--- src/rtl/pic_defs.vh ---
// Constants for the prioritized interrupt controller and core context logic.
// Assumes inclusion by bare name from rtl modules.
`ifndef PIC_DEFS_VH
`define PIC_DEFS_VH
// Register offsets on the plain register port
`define PIC_ADDR_PEND      4'h0
`define PIC_ADDR_MASK      4'h1
`define PIC_ADDR_TRIG      4'h2
`define PIC_ADDR_CODE      4'h3
`define PIC_ADDR_STATE     4'h4
`define PIC_ADDR_SRET      4'h5
`define PIC_ADDR_SSTATE    4'h6
`define PIC_ADDR_ENWR      4'h7
`define PIC_ADDR_OFFWR     4'h8
`define PIC_ADDR_UNRWR     4'h9
`define PIC_ADDR_BRIDGE    4'hA
// Reset values
`define PIC_MASK_RST       16'h0000
`define PIC_TRIG_RST       8'h00
`define PIC_STATE_RST      32'h0000_0000
`define PIC_CODE_IDLE      6'h3C
// Vectors
`define PIC_VEC_EXT        32'h0000_0500
`define PIC_VEC_NMI        32'h0000_0100
// State word bit positions (bit 0 is the MSB-numbered bit 31 here: index = 31 - n)
`define PIC_SW_EE          15
`define PIC_SW_PR          14
`define PIC_SW_FP          13
`define PIC_SW_FE0         11
`define PIC_SW_SE          10
`define PIC_SW_BE          9
`define PIC_SW_FE1         8
`define PIC_SW_IP          6
`define PIC_SW_RI          1
`define PIC_SW_LE          0
// Entry clear mask over bits 16:31 (low half of the word)
`define PIC_SW_ENTRY_CLR   16'hEF03
`define PIC_EXC_INFO_EXT   16'h0000
`define PIC_EXC_INFO_NMI   16'h0001
// Bridge propagation delays
`define PIC_BRIDGE_FULL    4'h6
`define PIC_BRIDGE_HALF    4'hC
`endif

--- src/rtl/pic_ctrl.v ---
// Sixteen-input prioritized interrupt controller with core entry/return context.
// Assumes one 250 MHz clock, synchronous reset, request pins asynchronous.
`timescale 1ns/1ps
`include "pic_defs.vh"
module pic_ctrl #(
  parameter NPIN = 8
) (
  // Clock and reset
  input  wire        clock_i,
  input  wire        reset_i,
  // Sources
  input  wire [7:0]  irq_pin_n_i,
  input  wire [7:0]  int_src_req_i,
  input  wire [63:0] int_src_lvl_i,
  input  wire [31:0] bridge_lvl_req_i,
  // Core handshake
  input  wire        core_idle_i,
  input  wire [31:0] next_pc_i,
  input  wire        rfi_i,
  output reg         core_irq_o,
  output reg         fetch_load_o,
  output reg  [31:0] fetch_addr_o,
  output wire [31:0] state_word_o,
  // Register port
  input  wire [3:0]  addr_i,
  input  wire [31:0] wdata_i,
  input  wire        wr_i,
  input  wire        rd_i,
  output reg  [31:0] rdata_o
);
  // ************************************************************
  // Pin synchronisers and trigger logic
  // ************************************************************
  reg  [7:0]  pin_s1_q;
  reg  [7:0]  pin_s2_q;
  reg  [7:0]  pin_prev_q;
  reg  [15:0] pend_q;
  reg  [15:0] mask_q;
  reg  [7:0]  trig_q;
  reg         half_rate_q;
  reg  [31:0] state_q;
  reg  [31:0] sret_q;
  reg  [31:0] sstate_q;
  reg  [7:0]  lvl_pipe_q [0:11];
  reg         nmi_seen_q;
  integer     i;

  wire [7:0] trig_eff = {trig_q[7:1], 1'b1};
  wire [7:0] fall     = pin_prev_q & ~pin_s2_q;

  // ************************************************************
  // Internal level assembly
  // ************************************************************
  reg [7:0] lvl_now;
  always @* begin
    lvl_now = 8'h00;
    for (i = 0; i < 8; i = i + 1) begin
      // Byte i selects level by one-hot, MSB is level 0
      lvl_now = lvl_now | (int_src_req_i[i] ? {int_src_lvl_i[8*i],
        int_src_lvl_i[8*i+1], int_src_lvl_i[8*i+2], int_src_lvl_i[8*i+3],
        int_src_lvl_i[8*i+4], int_src_lvl_i[8*i+5], int_src_lvl_i[8*i+6],
        int_src_lvl_i[8*i+7]} : 8'h00);
    end
    lvl_now[6:0] = lvl_now[6:0] | bridge_lvl_req_i[6:0];
    lvl_now[7]   = lvl_now[7] | (|bridge_lvl_req_i[31:7]);
  end

  // Bridge sources take six or twelve clocks to reach the controller
  wire [3:0] bdly = half_rate_q ? `PIC_BRIDGE_HALF : `PIC_BRIDGE_FULL;
  wire [7:0] lvl_in = lvl_pipe_q[bdly - 4'h1];

  // ************************************************************
  // Priority encoder
  // ************************************************************
  // Vector index 2n is pin n, 2n+1 is level n
  function [5:0] pic_code;
    input [15:0] act;
    integer k;
    begin
      pic_code = `PIC_CODE_IDLE;
      for (k = 15; k >= 0; k = k - 1)
        if (act[k])
          pic_code = k[3:0] * 6'h4;
    end
  endfunction

  wire [15:0] mask_eff = {mask_q[15:1], 1'b1};
  wire [15:0] active   = pend_q & mask_eff;
  wire [5:0]  code     = pic_code(active);
  wire        any_req  = |active;
  wire        ee       = state_q[`PIC_SW_EE];
  wire        take     = any_req & ee & core_idle_i;
  wire        take_nmi = active[0] & core_idle_i & ~nmi_seen_q;

  assign state_word_o = state_q;

  // ************************************************************
  // Register write decode
  // ************************************************************
  // One compare shared by every target keeps the map in one place
  function pic_hit;
    input [3:0] a;
    input [3:0] target;
    begin
      pic_hit = (a == target);
    end
  endfunction

  wire        wr_pend   = wr_i & pic_hit(addr_i, `PIC_ADDR_PEND);
  wire        wr_mask   = wr_i & pic_hit(addr_i, `PIC_ADDR_MASK);
  wire        wr_trig   = wr_i & pic_hit(addr_i, `PIC_ADDR_TRIG);
  wire        wr_bridge = wr_i & pic_hit(addr_i, `PIC_ADDR_BRIDGE);
  wire        wr_state  = wr_i & pic_hit(addr_i, `PIC_ADDR_STATE);
  wire        wr_sret   = wr_i & pic_hit(addr_i, `PIC_ADDR_SRET);
  wire        wr_sstate = wr_i & pic_hit(addr_i, `PIC_ADDR_SSTATE);
  wire        wr_en     = wr_i & pic_hit(addr_i, `PIC_ADDR_ENWR);
  wire        wr_off    = wr_i & pic_hit(addr_i, `PIC_ADDR_OFFWR);
  wire        wr_unr    = wr_i & pic_hit(addr_i, `PIC_ADDR_UNRWR);
  wire        enter     = take_nmi | take;
  integer     j;
  integer     m;

  // ************************************************************
  // Input capture
  // ************************************************************
  always @(posedge clock_i) begin
    if (reset_i) begin
      pin_s1_q   <= 8'hFF;
      pin_s2_q   <= 8'hFF;
      pin_prev_q <= 8'hFF;
    end else begin
      pin_s1_q   <= irq_pin_n_i;
      pin_s2_q   <= pin_s1_q;
      pin_prev_q <= pin_s2_q;
    end
  end

  // Delay line models the bridge; the tap picks full or half rate
  always @(posedge clock_i) begin
    if (reset_i) begin
      for (j = 0; j < 12; j = j + 1)
        lvl_pipe_q[j] <= 8'h00;
    end else begin
      lvl_pipe_q[0] <= lvl_now;
      for (j = 1; j < 12; j = j + 1)
        lvl_pipe_q[j] <= lvl_pipe_q[j-1];
    end
  end

  always @(posedge clock_i) begin
    if (reset_i) begin
      mask_q      <= `PIC_MASK_RST;
      trig_q      <= `PIC_TRIG_RST;
      half_rate_q <= 1'b0;
    end else begin
      if (wr_mask)
        mask_q <= wdata_i[15:0];
      if (wr_trig)
        trig_q <= wdata_i[7:0];
      if (wr_bridge)
        half_rate_q <= wdata_i[0];
    end
  end

  // Pending bits; an edge in the clear cycle wins so no event is lost
  always @(posedge clock_i) begin
    if (reset_i) begin
      pend_q <= 16'h0000;
    end else begin
      for (m = 0; m < 8; m = m + 1) begin
        if (trig_eff[m]) begin
          if (fall[m])
            pend_q[2*m] <= 1'b1;
          else if (wr_pend && wdata_i[2*m])
            pend_q[2*m] <= 1'b0;
        end else begin
          pend_q[2*m] <= ~pin_s2_q[m];
        end
        pend_q[2*m+1] <= lvl_in[m];
      end
    end
  end

  // ************************************************************
  // Core context switch
  // ************************************************************
  // Held while pin 0 stays pending, so one assertion gives one entry
  always @(posedge clock_i) begin
    if (reset_i)
      nmi_seen_q <= 1'b0;
    else if (enter)
      nmi_seen_q <= nmi_seen_q | take_nmi;
    else if (!active[0])
      nmi_seen_q <= 1'b0;
  end

  always @(posedge clock_i) begin
    if (reset_i)
      core_irq_o <= 1'b0;
    else
      core_irq_o <= any_req & ee;
  end

  // Entry and return override a software write to bits 15:0 in the same cycle
  always @(posedge clock_i) begin
    if (reset_i) begin
      state_q <= `PIC_STATE_RST;
    end else begin
      if (wr_state)
        state_q <= wdata_i;
      if (wr_en) begin
        state_q[`PIC_SW_RI] <= 1'b1;
        state_q[`PIC_SW_EE] <= 1'b1;
      end
      if (wr_off) begin
        state_q[`PIC_SW_RI] <= 1'b1;
        state_q[`PIC_SW_EE] <= 1'b0;
      end
      if (wr_unr) begin
        state_q[`PIC_SW_RI] <= 1'b0;
        state_q[`PIC_SW_EE] <= 1'b0;
      end
      if (enter)
        state_q[15:0] <= state_q[15:0] & ~`PIC_SW_ENTRY_CLR;
      else if (rfi_i)
        state_q[15:0] <= sstate_q[15:0];
    end
  end

  always @(posedge clock_i) begin
    if (reset_i) begin
      sret_q   <= 32'h0000_0000;
      sstate_q <= 32'h0000_0000;
    end else begin
      if (wr_sret)
        sret_q <= wdata_i;
      if (wr_sstate)
        sstate_q <= wdata_i;
      if (enter) begin
        sret_q          <= next_pc_i;
        sstate_q[31:16] <= take_nmi ? `PIC_EXC_INFO_NMI
                                    : `PIC_EXC_INFO_EXT;
        sstate_q[15:0]  <= state_q[15:0];
      end
    end
  end

  always @(posedge clock_i) begin
    if (reset_i) begin
      fetch_load_o <= 1'b0;
      fetch_addr_o <= 32'h0000_0000;
    end else if (enter) begin
      fetch_load_o <= 1'b1;
      fetch_addr_o <= take_nmi ? `PIC_VEC_NMI : `PIC_VEC_EXT;
    end else if (rfi_i) begin
      fetch_load_o <= 1'b1;
      fetch_addr_o <= sret_q;
    end else begin
      fetch_load_o <= 1'b0;
    end
  end

  // ************************************************************
  // Register read
  // ************************************************************
  reg [31:0] rd_mux;
  always @* begin
    rd_mux = 32'h0000_0000;
    case (addr_i)
      `PIC_ADDR_PEND:   rd_mux = {16'h0000, pend_q};
      `PIC_ADDR_MASK:   rd_mux = {16'h0000, mask_q};
      `PIC_ADDR_TRIG:   rd_mux = {24'h000000, trig_q};
      `PIC_ADDR_CODE:   rd_mux = {26'h0000000, code};
      `PIC_ADDR_STATE:  rd_mux = state_q;
      `PIC_ADDR_SRET:   rd_mux = sret_q;
      `PIC_ADDR_SSTATE: rd_mux = sstate_q;
      `PIC_ADDR_BRIDGE: rd_mux = {31'h00000000, half_rate_q};
      default:          rd_mux = 32'h0000_0000;
    endcase
  end

  // Read data stand one cycle after the strobe and are zero otherwise
  always @(posedge clock_i) begin
    if (reset_i)
      rdata_o <= 32'h0000_0000;
    else if (rd_i)
      rdata_o <= rd_mux;
    else
      rdata_o <= 32'h0000_0000;
  end
endmodule // pic_ctrl

--- config.mk ---
export PLATFORM = sky130hd
export DESIGN_NAME = pic_ctrl
export DESIGN_NICKNAME = d
export VERILOG_FILES = /design/src/rtl/pic_ctrl.v
export VERILOG_INCLUDE_DIRS = /design/src /design/src/rtl
export SDC_FILE = /design/constraint.sdc
export NUM_CORES = 1
export LEC_CHECK = 0
export BUFFER_PORTS_ARGS = -buffer_cell sky130_fd_sc_hd__buf_2
export CAP_MARGIN = 20
export CORE_UTILIZATION = 30
export DETAILED_ROUTE_END_ITERATION = 12
export PLACE_DENSITY_LB_ADDON = 0.2
export RECOVER_POWER = 100
export SLEW_MARGIN = 20
export SYNTH_ARGS = -nofsm -noshare
export SYNTH_HDL_FRONTEND = slang
export SYNTH_SLANG_ARGS = --single-unit
--- constraint.sdc ---
create_clock -name clock_i -period 4.7 [get_ports clock_i]
set_clock_uncertainty 0.1 [all_clocks]
set_input_delay 0.235 -clock clock_i [delete_from_list [all_inputs] [get_ports clock_i]]
set_output_delay 0.235 -clock clock_i [all_outputs]
set_load 0.01 [all_outputs]
==> impl_metrics.yaml <==
finish:
  nets: 1839
  fin_area_sq_mm: 0.0161
  regArea_sq_mm: 0.00649
  syn_to_final_growth_pct: 32.5
  drive_above_1_share_pct: 18.3
  layout_commonest_cell: "dfxtp_1"
  fill_cells: 4042
  multiInputGateArea_sq_mm: 0.00526
  final_cell_mix: "dfxtp_1, nand2_1, buf_2"
  antenna_cells: 0
detailed_routing:
  antenna_left: 0
  via_count: 11400
  firstDrtPassIters: 8
  drt-total-wl_microns: 42500
  drtIter0Drc: 981
  drc_errors: 0
  viasPerCell: 5.16
  post_drt_wl_per_cell_microns: 19.3
timing:
  fmax_mhz: 272
  maxSlewViolCount: 42
  setup_tns_ps: 0
  tightest_slew_ps: 2020
  finalCritPeriodShare_pct: 78.3
  period_needed_ps: 3680
  slew_headroom_pct: -34.5
  setup_violations: 0
  final_hold_viol_count: 0
  rsz0062_at_grt: "false"
yosys:
  synthAdderAreaFrac_pct: 0
  synth_area_sq_mm: 0.0122
  synth.distinct_cells: 44
  synth_seq_area_share_pct: 53.3
  synth_top_family_by_area: "simple AND/OR/NAND/NOR gates"
  synthSimpleGateAreaFrac_pct: 19.4
  synth.area.mux_share_pct: 4.29
  async_flop_share_pct: 0
  synthFlopType: "dfxtp_1"
  synth_compound_area_share_pct: 19.0
  yosys_warnings: 0
  synth-xor-area-share_pct: 0.0720
  avgSynthCellArea_sq_um: 9.23
  syn_nets: 1505
  syn_inst: 1319
  synth_edf_count: 0
  synth_seq_cells: 324
floorplanning:
  start_util_pct: 30.5
  rows: 73
  core_area_sq_mm: 0.0399
  fp.dieH_microns: 203
  fp.dieArea_sq_mm: 0.0414
  die_w_microns: 203
  num_io_pins: 284
setup_path:
  cp_num_buf_inv: 3
  cp_top_family: "buffers and inverters"
  critical_path_class: "primary input to flip-flop"
  arrival_ps: 3950
  max_stage_delay_ps: 1440
  crit_top_cell: "nor2_1"
  reg2reg_depth: 7
  crit_path_max_fanout: 52
  path_depth: 6
  start_kind: "primary input"
  crit_chain: "dlygate4sd3_1, clkbuf_1, nor2_1, nand2_2, clkbuf_2, nor2_1"
  cp.required_ps: 4970
  cp_slowest_cell: "clkbuf_1"
  cp-end-kind: "flip-flop"
cts:
  cts_tree: "done"
  numCtsBuffers: 38
  cts.htree.levels: 2
  cts.repair.resized: 0
  clk-insertion-delay-late_ps: 550
  cts_sinks: 324
  cts_buffer_depth: 3
  cts-root-buf: "clkbuf_16"
  clk_pin_slew_worst_paths_ps: 60
place:
  place_area_sq_mm: 0.0140
  gp_congestion: 0.924
  post-dp-hpwl_microns: 28200
  io_buffers: 283
hold_path:
  hold_depth: 3
  hold_class: "primary input to flip-flop"
power_and_ir_drop:
  power_density_mw_per_mm2: 383
  peakVddDrop_uv: 179
  p_leak_nw: 5.93
flow_run:
  maxCapViolCount: 1
grt:
  antenna_found_initial: 0
  grt_max_degree: 110
  grt_first_pass_wirelength_microns: 63500
  grtUsageTotal_pct: 19.9
  grt_pass1_vias: 10800
  grt.overflow.total: 0
outcome:
  failed_checks: "capacitance limit, slew limit"
  outcome: "complete, but fails checks"
cells by family after synthesis:
| group | Yosys count |
|---|---|
| AOI/OAI and AO/OA | 333 |
| xor gates and xnor gates | 1 |
| buffers and inverters | 123 |
| DFF | 324 |
| muxes | 51 |
| and+or+nand+nor | 487 |
state kept, by name, indices dropped and copies added, names as in the netlist, 16 cells and up:
| signal | flops |
|---|---|
| fetch_addr_o | 32 |
| rdata_o | 32 |
| mask_q | 16 |
| lvl_pipe_q | 96 |
| sret_q | 32 |
| pend_q | 16 |
| state_word_o | 32 |
| sstate_q | 32 |
power breakdown:
group          internal (W)  switching [W]
Clock               0.00168        0.00114
Combinational      0.000215       0.000271
Sequential          0.00282      0.0000587
worst min-delay path, delay by kind of cell:
| family | cells | cell delay (ps) |
|---|---|---|
| and+or+nand+nor | 1 | 120 |
| buffers and inverters | 1 | 250 |
| AOI/OAI and AO/OA | 1 | 120 |
layout make-up:
cell class / instances / share of cell area (%)
Clock buffer: 57 / 6.84
Inverter: 9 / 0.209
Multi-Input combinational cell: 872 / 32.6
Tap cell: 525 / 4.07
Clock inverter: 11 / 0.582
Sequential cell: 324 / 40.2
Timing Repair Buffer: 408 / 15.5
through the flow:
stage                     utilization [%]  setup WS [ps]  hold slack, ps  total power (W)  std cells
final                                40.4           1020             162          0.00618       2206
after CTS                            40.7           1540             135          0.00626       2206
after floorplan                         -           2770             239          0.00313       1319
after global placement               35.1           1970             298          0.00335       2034
after detailed placement             35.1           1970             295          0.00335       2034
after global routing                 40.4            741             175          0.00642       2206
layer usage:
| metal | global-route usage [%] | wire length [microns] |
|---|---|---|
| met1 | 24.9 | 17600 |
| met2 | 33.1 | 19800 |
| met3 | 3.36 | 3200 |
| met4 | 9.69 | 1900 |
| met5 | 0 | 0 |
cells in the mapped netlist, types with 9 or more instances:
master	n	area share, %
buf_2	18	0.74
nor2_1	63	1.9
nand2_1	196	6.0
a22oi_1	38	2.3
nand3_1	64	2.6
clkbuf_1	85	2.6
a221oi_1	17	1.2
a222oi_1	27	2.2
a311oi_1	48	3.5
a21oi_1	129	5.3
o21ai_0	17	0.70
mux2i_1	42	3.5
or2_2	25	1.3
inv_1	9	0.28
nor2b_1	103	5.3
a31oi_1	21	1.1
buf_1	11	0.34
a22o_1	11	0.79
mux2_2	9	0.83
dfxtp_1	324	53
what timing repair did:
item | in CTS | in global routing
setup buffers | 0 | 0
endpoints found under the setup margin | 0 | 0
hold buffers | 104 | 0
endpoints found under the hold margin | 151 | 0
worst paths after layout:
| kind | startpoint | slack, ps | endpoint |
|---|---|---|---|
| max | reset_i | 1020 | fetch_addr_o[29]$_SDFFE_PP0P_ |
| max reg2reg | mask_q[2]$_SDFFE_PP0P_ | 1110 | sstate_q[28]$_SDFFE_PP0P_ |
| min | rfi_i | 160 | state_word_o[15]$_SDFFE_PP0P_ |
| min reg2reg | pin_s1_q[5]$_SDFF_PP1_ | 310 | pin_s2_q[5]$_SDFF_PP1_ |
(Power assumes the default switching activity.)
